==> config.mk <==
export PLATFORM = sky130hd
export DESIGN_NAME = fcp_top
export DESIGN_NICKNAME = d
export VERILOG_FILES = /design/src/fcp_pkg.sv /design/src/fcp_stepper.sv /design/src/fcp_top.sv
export SDC_FILE = /design/constraint.sdc
export NUM_CORES = 1
export LEC_CHECK = 0
export BUFFER_PORTS_ARGS = -buffer_cell sky130_fd_sc_hd__buf_2
export CAP_MARGIN = 20
export CORE_ASPECT_RATIO = 0.7
export CORE_MARGIN = 1
export CORE_UTILIZATION = 45
export CTS_CLUSTER_DIAMETER = 200
export DETAILED_ROUTE_END_ITERATION = 6
export GPL_TIMING_DRIVEN = 0
export HOLD_SLACK_MARGIN = 0.02
export SYNTH_ARGS = -nofsm -noshare
export SYNTH_HDL_FRONTEND = slang
export SYNTH_HIERARCHICAL = 1
export SYNTH_SLANG_ARGS = --single-unit
==> constraint.sdc <==
create_clock -name clk -period 4.4 [get_ports clk]
set_clock_uncertainty 0.2 [all_clocks]
set_input_delay 0.88 -clock clk [delete_from_list [all_inputs] [get_ports clk]]
set_output_delay 0.88 -clock clk [all_outputs]
set_load 0.005 [all_outputs]
==> src/fcp_pkg.sv <==
// constants for the floppy command interpreter and port map
package fcp_pkg;
    // register indices; byte address is four times the index
    localparam logic [3:0] IDX_MON_A    = 4'h0;
    localparam logic [3:0] IDX_MON_B    = 4'h1;
    localparam logic [3:0] IDX_MOTOR    = 4'h2;
    localparam logic [3:0] IDX_TAPE     = 4'h3;
    localparam logic [3:0] IDX_FLOW     = 4'h4;
    localparam logic [3:0] IDX_DATA     = 4'h5;
    localparam logic [3:0] IDX_CHANGE   = 4'h7;
    localparam logic [3:0] IDX_IRQ_STAT = 4'h8;
    localparam logic [3:0] IDX_IRQ_MASK = 4'h9;
    localparam logic [3:0] IDX_MODE     = 4'hA;

    // opcodes
    localparam logic [7:0] OP_SEEK      = 8'h0F;
    localparam logic [5:0] OP_RSEEK_LOW = 6'h0F;
    localparam logic [7:0] OP_CONFIG    = 8'h13;
    localparam logic [7:0] OP_DUMP      = 8'h0E;
    localparam logic [7:0] OP_PERP      = 8'h12;
    localparam logic [6:0] OP_LOCK_LOW  = 7'h14;
    localparam logic [7:0] OP_SENSE     = 8'h04;
    localparam logic [7:0] INVALID_ST0  = 8'h80;

    // reset values; queue_disable (bit 5) set so the fifo starts off
    localparam logic [7:0] CFG_RST      = 8'h20;
    localparam logic [7:0] PRECOMP_START_CYLINDER_RST   = 8'h00;
    localparam logic [7:0] TIMING_RST   = 8'h00;
    localparam logic [7:0] MODEB_RST    = 8'h00;
    localparam logic [7:0] SECT_RST     = 8'h00;

    // interrupt status bits
    localparam int IRQ_W       = 3;
    localparam int IRQ_SEEK    = 0;
    localparam int IRQ_RESULT  = 1;
    localparam int IRQ_INVALID = 2;

    // timing
    localparam int CLK_MHZ       = 40;
    localparam int STEP_PULSE_NS = 100;
    localparam int STEP_PULSE_CYC = (STEP_PULSE_NS * CLK_MHZ + 999) / 1000;
    localparam int STEP_RATE_US  = 3000;
    localparam int STEP_RATE_CYC = STEP_RATE_US * CLK_MHZ;

    localparam int RES_MAX = 10;

    typedef enum logic [1:0] {
        ST_IDLE   = 2'b00,
        ST_PARAM  = 2'b01,
        ST_EXEC   = 2'b11,
        ST_RESULT = 2'b10
    } fcp_state_e;
endpackage

==> src/fcp_stepper.sv <==
// head stepper: moves one track per step period toward a target
module fcp_stepper #(
    parameter int RATE_CYC  = 120000,
    parameter int PULSE_CYC = 4
) (
    input  wire logic       clk,         // system clock
    input  wire logic       rst_n,       // async reset, active low
    input  wire logic       start,       // load and begin a move
    input  wire logic [7:0] start_track, // present track
    input  wire logic [7:0] target,      // track to reach
    output logic            step_ff,     // step pulse
    output logic            dir_ff,      // 1 inward
    output logic            busy_ff,     // move in progress
    output logic            done_ff,     // one-cycle finish pulse
    output logic [7:0]      track_ff     // present track
);
    localparam int CW = $clog2(RATE_CYC + 1);

    initial begin
        if (PULSE_CYC < 1 || PULSE_CYC >= RATE_CYC)
            $error("step pulse must be shorter than step period");
    end

    logic [CW-1:0] cnt_ff;
    logic [7:0]    tgt_ff;

    always_ff @(posedge clk or negedge rst_n) begin
        if (!rst_n) begin
            cnt_ff   <= '0;
            tgt_ff   <= 8'h00;
            track_ff <= 8'h00;
            busy_ff  <= 1'b0;
            done_ff  <= 1'b0;
            dir_ff   <= 1'b0;
            step_ff  <= 1'b0;
        end else begin
            done_ff <= 1'b0;
            if (start) begin
                track_ff <= start_track;
                tgt_ff   <= target;
                busy_ff  <= 1'b1;
                cnt_ff   <= '0;
            end else if (busy_ff) begin
                if (cnt_ff == CW'(RATE_CYC - PULSE_CYC))
                    step_ff <= 1'b0;
                if (cnt_ff != '0) begin
                    cnt_ff <= cnt_ff - CW'(1);
                end else if (track_ff == tgt_ff) begin
                    busy_ff <= 1'b0;
                    done_ff <= 1'b1;
                end else begin
                    step_ff  <= 1'b1;
                    dir_ff   <= (tgt_ff > track_ff);
                    track_ff <= (tgt_ff > track_ff) ? track_ff + 8'h01
                                                    : track_ff - 8'h01;
                    cnt_ff   <= CW'(RATE_CYC - 1);
                end
            end
        end
    end
endmodule

==> src/fcp_top.sv <==
// floppy command interpreter with apb port map and drive status
//
// Overview of operation
// - seek moves selected head to target cylinder
// - dump returns tracks, timing, mode, sector bytes
// - dump mode byte: lock, zero, enables, gap, gate
// - sense drive status returns one status byte
// - unknown opcode returns 80h and idles
// - decode offsets 0-5 and 7-10 as mapped
// - status port A mirrors pins, two layouts
// - status A bit 7 shows interrupt line
// - status A bit 6 shows second unit when model30_ff is clear, zero when set
// - fifo disabled after reset, configure changes it
//
// Design decision made here: the APB interface to the registers.
module fcp_top #(
    parameter int ADDR_W        = 12,
    parameter int STEP_RATE_CYC = fcp_pkg::STEP_RATE_CYC
) (
    input  wire logic              clk,          // 40 MHz clock
    input  wire logic              rst_n,        // async reset, active low
    input  wire logic              psel,         // apb select
    input  wire logic              penable,      // apb enable
    input  wire logic              pwrite,       // apb direction
    input  wire logic [ADDR_W-1:0] paddr,        // apb byte address
    input  wire logic [31:0]       pwdata,       // apb write data
    input  wire logic [3:0]        pstrb,        // apb byte strobes
    output logic      [31:0]       prdata,       // apb read data
    output logic                   pready,       // apb ready
    output logic                   pslverr,      // apb error
    input  wire logic              second_unit_present_n, // 0 installed
    input  wire logic              track0,       // head at track 0
    input  wire logic              index_pulse,  // index hole
    input  wire logic              write_protect, // disk protected
    input  wire logic              disk_change,  // media changed
    output logic                   step_out,     // step pulse
    output logic                   dir_out,      // 1 inward
    output logic                   head_out,     // side select
    output logic      [1:0]        unit_sel,     // drive select
    output logic      [3:0]        motor_en,     // motor enables
    output logic                   irq           // interrupt level
);
    initial begin
        if (ADDR_W < 6)
            $error("address too narrow for register map");
    end

    // pin synchronisers
    logic [4:0] pin_s1_ff;
    logic [4:0] pin_s2_ff;
    always_ff @(posedge clk or negedge rst_n) begin
        if (!rst_n) begin
            pin_s1_ff <= 5'h00;
            pin_s2_ff <= 5'h00;
        end else begin
            pin_s1_ff <= {disk_change, write_protect, index_pulse,
                          track0, second_unit_present_n};
            pin_s2_ff <= pin_s1_ff;
        end
    end
    logic sec_n_s, trk0_s, idx_s, wp_s, chg_s;
    assign {chg_s, wp_s, idx_s, trk0_s, sec_n_s} = pin_s2_ff;

    // apb slave: zero wait, answer registered in the setup cycle
    logic [31:0] prdata_ff;
    logic        pready_ff;
    logic        pslverr_ff;
    logic [3:0]  idx;
    logic        mapped;
    logic        setup;
    logic        done;
    logic        wr_done;
    logic        rd_done;
    logic [7:0]  rd_byte;
    assign prdata  = prdata_ff;
    assign pready  = pready_ff;
    assign pslverr = pslverr_ff;
    assign idx     = paddr[5:2];
    assign setup   = psel & ~penable;
    assign done    = psel & penable & pready_ff;
    assign wr_done = done & pwrite & pstrb[0] & mapped;
    assign rd_done = done & ~pwrite & mapped;

    function automatic logic is_mapped(input logic [3:0] i,
                                       input logic [ADDR_W-1:0] a);
        logic ok;
        ok = (a[1:0] == 2'b00) && (a[ADDR_W-1:6] == '0);
        is_mapped = ok && (i != 4'h6) && (i <= fcp_pkg::IDX_MODE);
    endfunction
    assign mapped = is_mapped(idx, paddr);

    always_ff @(posedge clk or negedge rst_n) begin
        if (!rst_n) begin
            prdata_ff  <= 32'h0000_0000;
            pready_ff  <= 1'b0;
            pslverr_ff <= 1'b0;
        end else begin
            pready_ff  <= setup;
            pslverr_ff <= setup & ~mapped;
            if (setup)
                prdata_ff <= {24'h00_0000, rd_byte};
        end
    end

    // software registers
    logic [7:0]       motor_ff;
    logic [1:0]       tape_ff;
    logic [7:0]       rate_ff;
    logic             model30_ff;
    localparam int IRQ_W_L = fcp_pkg::IRQ_W - 1;
    logic [IRQ_W_L:0] irq_stat_ff;
    logic [IRQ_W_L:0] irq_mask_ff;
    logic [IRQ_W_L:0] irq_set;
    logic             irq_ff;
    always_ff @(posedge clk or negedge rst_n) begin
        if (!rst_n) begin
            motor_ff    <= 8'h00;
            tape_ff     <= 2'b00;
            rate_ff     <= 8'h00;
            model30_ff  <= 1'b0;
            irq_mask_ff <= '0;
        end else if (wr_done) begin
            case (idx)
                fcp_pkg::IDX_MOTOR:    motor_ff    <= pwdata[7:0];
                fcp_pkg::IDX_TAPE:     tape_ff     <= pwdata[1:0];
                fcp_pkg::IDX_FLOW,
                fcp_pkg::IDX_CHANGE:   rate_ff     <= pwdata[7:0];
                fcp_pkg::IDX_IRQ_MASK: irq_mask_ff <= pwdata[IRQ_W_L:0];
                fcp_pkg::IDX_MODE:     model30_ff  <= pwdata[0];
                default: ;
            endcase
        end
    end

    // sticky status, write one to clear, set wins
    always_ff @(posedge clk or negedge rst_n) begin
        if (!rst_n) begin
            irq_stat_ff <= '0;
            irq_ff      <= 1'b0;
        end else begin
            if (wr_done && idx == fcp_pkg::IDX_IRQ_STAT)
                irq_stat_ff <= (irq_stat_ff & ~pwdata[IRQ_W_L:0]) | irq_set;
            else
                irq_stat_ff <= irq_stat_ff | irq_set;
            irq_ff <= |(irq_stat_ff & irq_mask_ff);
        end
    end
    assign irq      = irq_ff;
    assign motor_en = motor_ff[7:4];
    assign unit_sel = motor_ff[1:0];

    // command machine state
    fcp_pkg::fcp_state_e state_ff;
    logic [7:0] cmd_ff [4];
    logic [2:0] cnt_ff;
    logic       go_ff;
    logic [7:0] res_ff [fcp_pkg::RES_MAX];
    logic [3:0] res_len_ff;
    logic [3:0] res_idx_ff;
    logic [7:0] pcn_ff [4];
    logic [7:0] cfg_ff;
    logic [7:0] precomp_start_cylinder_ff;
    logic [6:0] perp_ff;
    logic       lock_ff;
    logic       head_ff;
    logic [1:0] unit_ff;
    logic       seek_start;
    logic [7:0] seek_tgt;
    logic       st_step, st_dir, st_busy, st_done;
    logic [7:0] st_track;

    function automatic logic [2:0] cmd_len(input logic [7:0] op);
        if (op == fcp_pkg::OP_SEEK ||
            (op[7] && op[5:0] == fcp_pkg::OP_RSEEK_LOW))
            cmd_len = 3'd3;
        else if (op == fcp_pkg::OP_CONFIG)
            cmd_len = 3'd4;
        else if (op == fcp_pkg::OP_PERP || op == fcp_pkg::OP_SENSE)
            cmd_len = 3'd2;
        else
            cmd_len = 3'd1;
    endfunction

    function automatic logic is_seek(input logic [7:0] op);
        is_seek = (op == fcp_pkg::OP_SEEK) ||
                  (op[7] && op[5:0] == fcp_pkg::OP_RSEEK_LOW);
    endfunction

    logic data_wr;
    logic data_rd;
    assign data_wr = wr_done && idx == fcp_pkg::IDX_DATA;
    assign data_rd = rd_done && idx == fcp_pkg::IDX_DATA;

    // relative target saturates at the ends of the track range
    logic [8:0] rel_sum;
    always_comb begin
        rel_sum = 9'h000;
        if (cmd_ff[0][6])
            rel_sum = {1'b0, pcn_ff[cmd_ff[1][1:0]]} + {1'b0, cmd_ff[2]};
        else if (pcn_ff[cmd_ff[1][1:0]] > cmd_ff[2])
            rel_sum = {1'b0, pcn_ff[cmd_ff[1][1:0]] - cmd_ff[2]};
        if (rel_sum[8])
            rel_sum = 9'h0FF;
        if (cmd_ff[0] == fcp_pkg::OP_SEEK)
            seek_tgt = cmd_ff[2];
        else
            seek_tgt = rel_sum[7:0];
    end
    assign seek_start = go_ff && is_seek(cmd_ff[0]);

    always_ff @(posedge clk or negedge rst_n) begin
        if (!rst_n) begin
            state_ff   <= fcp_pkg::ST_IDLE;
            cnt_ff     <= 3'd0;
            go_ff      <= 1'b0;
            res_len_ff <= 4'd0;
            res_idx_ff <= 4'd0;
            cfg_ff     <= fcp_pkg::CFG_RST;
            precomp_start_cylinder_ff  <= fcp_pkg::PRECOMP_START_CYLINDER_RST;
            perp_ff    <= 7'h00;
            lock_ff    <= 1'b0;
            head_ff    <= 1'b0;
            unit_ff    <= 2'b00;
            for (int i = 0; i < 4; i++) begin
                cmd_ff[i] <= 8'h00;
                pcn_ff[i] <= 8'h00;
            end
            for (int i = 0; i < fcp_pkg::RES_MAX; i++)
                res_ff[i] <= 8'h00;
        end else begin
            go_ff <= 1'b0;
            case (state_ff)
                fcp_pkg::ST_IDLE,
                fcp_pkg::ST_PARAM: begin
                    if (data_wr) begin
                        cmd_ff[cnt_ff[1:0]] <= pwdata[7:0];
                        if (cnt_ff + 3'd1 == cmd_len(state_ff ==
                                fcp_pkg::ST_IDLE ? pwdata[7:0] : cmd_ff[0]))
                        begin
                            go_ff    <= 1'b1;
                            cnt_ff   <= 3'd0;
                            state_ff <= fcp_pkg::ST_EXEC;
                        end else begin
                            cnt_ff   <= cnt_ff + 3'd1;
                            state_ff <= fcp_pkg::ST_PARAM;
                        end
                    end
                end
                fcp_pkg::ST_EXEC: begin
                    res_idx_ff <= 4'd0;
                    if (go_ff) begin
                        if (is_seek(cmd_ff[0])) begin
                            head_ff <= cmd_ff[1][2];
                            unit_ff <= cmd_ff[1][1:0];
                        end else if (cmd_ff[0] == fcp_pkg::OP_CONFIG) begin
                            cfg_ff    <= {1'b0, cmd_ff[2][6:0]};
                            precomp_start_cylinder_ff <= cmd_ff[3];
                            state_ff  <= fcp_pkg::ST_IDLE;
                        end else if (cmd_ff[0] == fcp_pkg::OP_PERP) begin
                            if (cmd_ff[1][7])
                                perp_ff[5:2] <= cmd_ff[1][5:2];
                            perp_ff[1:0] <= cmd_ff[1][1:0];
                            state_ff     <= fcp_pkg::ST_IDLE;
                        end else if (cmd_ff[0] == fcp_pkg::OP_DUMP) begin
                            for (int i = 0; i < 4; i++)
                                res_ff[i] <= pcn_ff[i];
                            res_ff[4] <= fcp_pkg::TIMING_RST;
                            res_ff[5] <= fcp_pkg::MODEB_RST;
                            res_ff[6] <= fcp_pkg::SECT_RST;
                            res_ff[7] <= {lock_ff, 1'b0,
                                          perp_ff[5:0]};
                            res_ff[8] <= cfg_ff;
                            res_ff[9] <= precomp_start_cylinder_ff;
                            res_len_ff <= 4'(fcp_pkg::RES_MAX);
                            state_ff   <= fcp_pkg::ST_RESULT;
                        end else if (cmd_ff[0][6:0] ==
                                     fcp_pkg::OP_LOCK_LOW) begin
                            lock_ff    <= cmd_ff[0][7];
                            res_ff[0]  <= {3'b000, cmd_ff[0][7], 4'h0};
                            res_len_ff <= 4'd1;
                            state_ff   <= fcp_pkg::ST_RESULT;
                        end else if (cmd_ff[0] == fcp_pkg::OP_SENSE) begin
                            res_ff[0]  <= {1'b0, wp_s, 1'b1, trk0_s,
                                           1'b1, cmd_ff[1][2:0]};
                            res_len_ff <= 4'd1;
                            state_ff   <= fcp_pkg::ST_RESULT;
                        end else begin
                            res_ff[0]  <= fcp_pkg::INVALID_ST0;
                            res_len_ff <= 4'd1;
                            state_ff   <= fcp_pkg::ST_RESULT;
                        end
                    end else if (st_done) begin
                        pcn_ff[unit_ff] <= st_track;
                        state_ff        <= fcp_pkg::ST_IDLE;
                    end
                end
                fcp_pkg::ST_RESULT: begin
                    if (data_rd) begin
                        res_idx_ff <= res_idx_ff + 4'd1;
                        if (res_idx_ff + 4'd1 == res_len_ff)
                            state_ff <= fcp_pkg::ST_IDLE;
                    end
                end
                default: state_ff <= fcp_pkg::ST_IDLE;
            endcase
        end
    end
    assign head_out = head_ff;

    // interrupt events
    always_comb begin
        irq_set = '0;
        irq_set[fcp_pkg::IRQ_SEEK] = st_done;
        irq_set[fcp_pkg::IRQ_RESULT] = go_ff && cmd_len(cmd_ff[0]) != 3'd0
            && !is_seek(cmd_ff[0]) && cmd_ff[0] != fcp_pkg::OP_CONFIG
            && cmd_ff[0] != fcp_pkg::OP_PERP;
        irq_set[fcp_pkg::IRQ_INVALID] = go_ff && cmd_len(cmd_ff[0]) == 3'd1
            && cmd_ff[0] != fcp_pkg::OP_DUMP
            && cmd_ff[0][6:0] != fcp_pkg::OP_LOCK_LOW;
    end

    fcp_stepper #(
        .RATE_CYC  (STEP_RATE_CYC),
        .PULSE_CYC (fcp_pkg::STEP_PULSE_CYC)
    ) u_stepper (
        .clk         (clk),
        .rst_n       (rst_n),
        .start       (seek_start),
        .start_track (pcn_ff[cmd_ff[1][1:0]]),
        .target      (seek_tgt),
        .step_ff     (st_step),
        .dir_ff      (st_dir),
        .busy_ff     (st_busy),
        .done_ff     (st_done),
        .track_ff    (st_track)
    );
    assign step_out = st_step;
    assign dir_out  = st_dir;

    // read mux
    logic [7:0] mon_a;
    logic [7:0] flow;
    always_comb begin
        if (model30_ff)
            mon_a = {irq_ff, 1'b0, st_step, ~trk0_s, head_ff,
                     ~idx_s, wp_s, ~st_dir};
        else
            mon_a = {irq_ff, sec_n_s, ~st_step, trk0_s,
                     ~head_ff, idx_s, ~wp_s, st_dir};
        flow = {state_ff != fcp_pkg::ST_PARAM &&
                    state_ff != fcp_pkg::ST_EXEC ||
                    state_ff == fcp_pkg::ST_PARAM,
                state_ff == fcp_pkg::ST_RESULT,
                state_ff == fcp_pkg::ST_EXEC,
                state_ff != fcp_pkg::ST_IDLE,
                3'b000, st_busy};
        case (idx)
            fcp_pkg::IDX_MON_A:    rd_byte = mon_a;
            fcp_pkg::IDX_MON_B:    rd_byte = {2'b11, motor_ff[0], 3'b000,
                                              ~motor_ff[5:4]};
            fcp_pkg::IDX_TAPE:     rd_byte = {6'h00, tape_ff};
            fcp_pkg::IDX_FLOW:     rd_byte = flow;
            fcp_pkg::IDX_DATA:     rd_byte =
                (state_ff == fcp_pkg::ST_RESULT) ? res_ff[res_idx_ff] : 8'h00;
            fcp_pkg::IDX_CHANGE:   rd_byte = {chg_s, 7'h00};
            fcp_pkg::IDX_IRQ_STAT: rd_byte = 8'(irq_stat_ff);
            fcp_pkg::IDX_IRQ_MASK: rd_byte = 8'(irq_mask_ff);
            fcp_pkg::IDX_MODE:     rd_byte = {7'h00, model30_ff};
            default:               rd_byte = 8'h00;
        endcase
    end
endmodule

==> impl_metrics.env <==
export IMPL_outcome="completed"
export IMPL_nets=1279
export IMPL_placed_area_sq_um=13100
export IMPL_cp_required_ns=4.61
export IMPL_clock_sinks=227
export IMPL_cp_end_kind="flop"
export IMPL_synthTopCellsByArea="dfrtp_1 46%, mux2_2 15%, ha_1 4.0%"
export IMPL_setup_viol_count_final=0
export IMPL_cts_buffers=23
export IMPL_synth_fa_ha_area_frac=0.0446
export IMPL_p_int_mw=3.29
export IMPL_worst_slack_ns=0.190
export IMPL_overflow=0
export IMPL_wire_per_inst_um=21.5
export IMPL_r2r_slack_ns=0.19
export IMPL_dieWidth_um=199
export IMPL_hpwl_um=24900
export IMPL_comb_power_share=0.035
export IMPL_ioPinCount=102
export IMPL_ant_nets=0
export IMPL_htreeDepth=1
export IMPL_clockPowerShare=0.470
export IMPL_synthXorXnorAreaFrac=0.0185
export IMPL_final_cell_area_sq_um=13900
export IMPL_area_delta_synth_final_pct=13.3
export IMPL_switching_share=0.225
export IMPL_finalHoldViolations=0
export IMPL_io_buffer_count=47
export IMPL_synthFlopType="dfrtp_1"
export IMPL_cts_tree="yes"
export IMPL_p_leak_nw=6.67
export IMPL_num_rows=50
export IMPL_synth_edf_count=0
export IMPL_die_h_um=140
export IMPL_drive_above_1_share=0.273
export IMPL_worst_pin_slew_ns=1.02
export IMPL_rsz0062_at_grt="no"
export IMPL_power_density_nw_per_um2=305
export IMPL_avgSynthCellArea_sq_um=11.4
export IMPL_netlist_area_sq_um=12300
export IMPL_clkTransAtPathRegs_ns=0.06
export IMPL_final_util=0.520
export IMPL_grt_usage=0.248
export IMPL_synth_compound_area_frac=0.120
export IMPL_critPathKind="reg2reg"
export IMPL_cp_max_fo=10
export IMPL_gp_congestion=0.895
export IMPL_reg2reg_from="cmd_ff[16]"
export IMPL_drt_wl_total_um=33500
export IMPL_synth_top_family_by_area="multiplexers"
export IMPL_start_util=0.459
export IMPL_ys_types=91
export IMPL_cts_resized=2
export IMPL_synthDominantCellAreaShare=0.460
export IMPL_hold_slack_ns=0.0712
export IMPL_start_kind="flop"
export IMPL_drc=0
export IMPL_die_area_sq_um=28000
export IMPL_final_period_utilization=0.957
export IMPL_critical_path_cell_chain="clkdlybuf4s15_2, mux4_2, fa_1, a21o_1, a221oi_1, o21ai_0, and2_1, clkbuf_1, o21ai_0, o21ai_0, mux2_2"
export IMPL_p_sw_mw=0.953
export IMPL_syn_inst=1081
export IMPL_maxCapViolCount=0
export IMPL_min_period_ns=4.21
export IMPL_instances_no_fill=1560
export IMPL_relSlewSlack=0.311
export IMPL_crit_path_top_delay_cell="mux4_2"
export IMPL_n_antenna_cell=0
export IMPL_worstPathArrival_ns=4.42
export IMPL_cpMostUsedCell="o21ai_0"
export IMPL_firstDrtPassIters=6
export IMPL_ys_ff_latch=227
export IMPL_worstSkewPairLatency_ns=0.53
export IMPL_core_sq_um=26800
export IMPL_critical_path_max_stage_delay_ns=0.73
export IMPL_rr_worst_depth=11
export IMPL_power_frac_seq=0.495
export IMPL_hold_path_class="in2async"
export IMPL_drtIter0Drc=863
export IMPL_synth_mux_area_frac=0.187
export IMPL_synthArstFlopShare=1.00
export IMPL_vias=8972
export IMPL_cts_buffer_depth=3
export IMPL_seq_area_frac_synth=0.463
export IMPL_vias_per_cell=5.75
export IMPL_vdd_drop_max_mv=0.244
export IMPL_grt_antenna_before_repair=1
export IMPL_yosys_area_top_type="dfrtp_1"
export IMPL_regToRegEndpoint="u_stepper/tgt_ff[7]"
export IMPL_place_ws_ns=-0.0331
export IMPL_cts_root_buf="clkbuf_16"
export IMPL_fmax_ghz=0.238
export IMPL_synth_warnings=6
export IMPL_placed_cells=1517
export IMPL_grt_pass1_wl_um=51900
export IMPL_grt_max_degree=99
export IMPL_final_max_slew_violation_count=0
export IMPL_cts_setup_buffers=0
export IMPL_grt_pass1_vias=8377
export IMPL_post_synth_and_or_nand_nor_area_fraction=0.123
export IMPL_hold_buffers=0
[Yosys cell counts, types with 4 or more instances]
cell	count
a211oi_1	10
a21o_1	9
a21oi_1	34
a222oi_1	8
a22o_1	9
a22oi_1	9
a311oi_1	5
a31oi_1	16
a32oi_1	4
and2_1	11
and3_1	11
buf_1	6
buf_2	8
buf_4	24
clkbuf_1	32
dfrtp_1	226
ha_1	39
inv_1	41
mux2_2	161
mux2i_1	15
mux4_2	14
nand2_1	53
nand2_2	4
nand2b_1	6
nand3_1	20
nand4_1	10
nor2_1	65
nor2b_1	12
nor3_1	17
nor4_1	9
o211ai_1	4
o21a_1	5
o21ai_0	48
o22ai_1	8
o31a_1	4
o31ai_1	6
or3_1	7
or4_1	5
xnor2_1	18
xor2_1	8
[registers in the layout, indices dropped and copies added, names as in the netlist, 4 cells and up]
register and flops:
u_stepper/tgt_ff 8, res_ff 54, pin_s1_ff 5, res_idx_ff 4, perp_ff 6, precomp_start_cylinder_ff 8
pcn_ff 32, cfg_ff 7, motor_ff 6, u_stepper/track_ff 8, pin_s2_ff 5, prdata 8
u_stepper/cnt_ff 17, cmd_ff 31
[cell type report]
type,instances,area (sq um)
fill,2393,12900
timing repair buffer,50,312
buffer,72,393
inverter,42,158
clock buffer,33,683
clock inverter,9,86.3
multi-input combinational,763,6140
tap,364,455
sequential,227,5680
[critical path, delay by kind of cell, from the launching register on]
| family | cells | cell delay [ns] |
|---|---|---|
| buffers and inverters | 2 | 0.68 |
| and+or+nand+nor | 1 | 0.18 |
| adders and majority gates | 1 | 0.47 |
| DFF | 1 | 0.41 |
| AOI/OAI and AO/OA | 5 | 1.09 |
| muxes | 2 | 1.03 |
[cell usage in the layout (no fill, tap or decap), drive strengths merged, types with 9 or more instances in the layout]
| cell | netlist | routed |
|---|---|---|
| a211oi | 10 | 10 |
| a21o | 9 | 9 |
| a21oi | 34 | 34 |
| a22o | 9 | 9 |
| a22oi | 9 | 9 |
| a31oi | 16 | 16 |
| and2 | 11 | 11 |
| and3 | 11 | 11 |
| buf | 40 | 89 |
| clkbuf | 32 | 65 |
| conb | 1 | 24 |
| dfrtp | 226 | 226 |
| ha | 39 | 39 |
| inv | 41 | 43 |
| mux2 | 162 | 162 |
| mux2i | 15 | 15 |
| mux4 | 14 | 14 |
| nand2 | 57 | 57 |
| nand3 | 20 | 20 |
| nand4 | 12 | 12 |
| nor2 | 65 | 65 |
| nor2b | 12 | 12 |
| nor3 | 20 | 20 |
| nor4 | 11 | 11 |
| o21ai | 48 | 48 |
| xnor2 | 18 | 18 |
[metal layers]
layer / global-route usage / part of all wire / vias to the layer above
met2: 0.302 / 0.37 / 286
met5: 0 / 0 / -
met1: 0.410 / 0.52 / 4516
met3: 0.0799 / 0.090 / 33
met4: 0.0502 / 0.015 / 0
li1: - / - / 4137
[kinds of logic (layout without fill, tap and decap cells)]
kind of cell	after synthesis	in the layout
AND/OR/NAND/NOR	268	268
flip-flops	227	227
AO/OA/AOI/OAI	212	212
multiplexers	191	191
buffers and inverters	114	206
adder cells (fa/ha/maj)	42	42
XOR/XNOR	26	26
other	1	24
[power groups by stage]
stage	registers (mW)	clock network, mW	logic, mW
finish	2.10	1.99	0.148
global route	2.10	2.13	0.165
CTS	2.10	2.03	0.149
detailed placement	2.14	0	0.148
global placement	2.14	0	0.141
floorplan	2.14	0	0.0566
[stage by stage]
step | TNS, ns | power, mW
2_1_floorplan | 0 | 2.20
3_3_place_gp | -403.79 | 2.28
3_5_place_dp | -0.0331 | 2.29
4_1_cts | 0 | 4.28
5_1_grt | 0 | 4.39
6_report | 0 | 4.24
[how the worst max path moves through the flow]
stage	start	end	slack, ns	depth (start not counted)
floorplan	cmd_ff[16]	u_stepper/tgt_ff[6]	0.88	11
global placement	rst_n	u_stepper/cnt_ff[3]	-1.81	1
detailed placement	cmd_ff[16]	u_stepper/tgt_ff[7]	-0.03	11
CTS	cmd_ff[16]	u_stepper/tgt_ff[7]	0.19	11
global route	cmd_ff[16]	u_stepper/tgt_ff[7]	0.02	11
finish	cmd_ff[16]	u_stepper/tgt_ff[7]	0.19	11
Power figures use the tool's default switching activity.
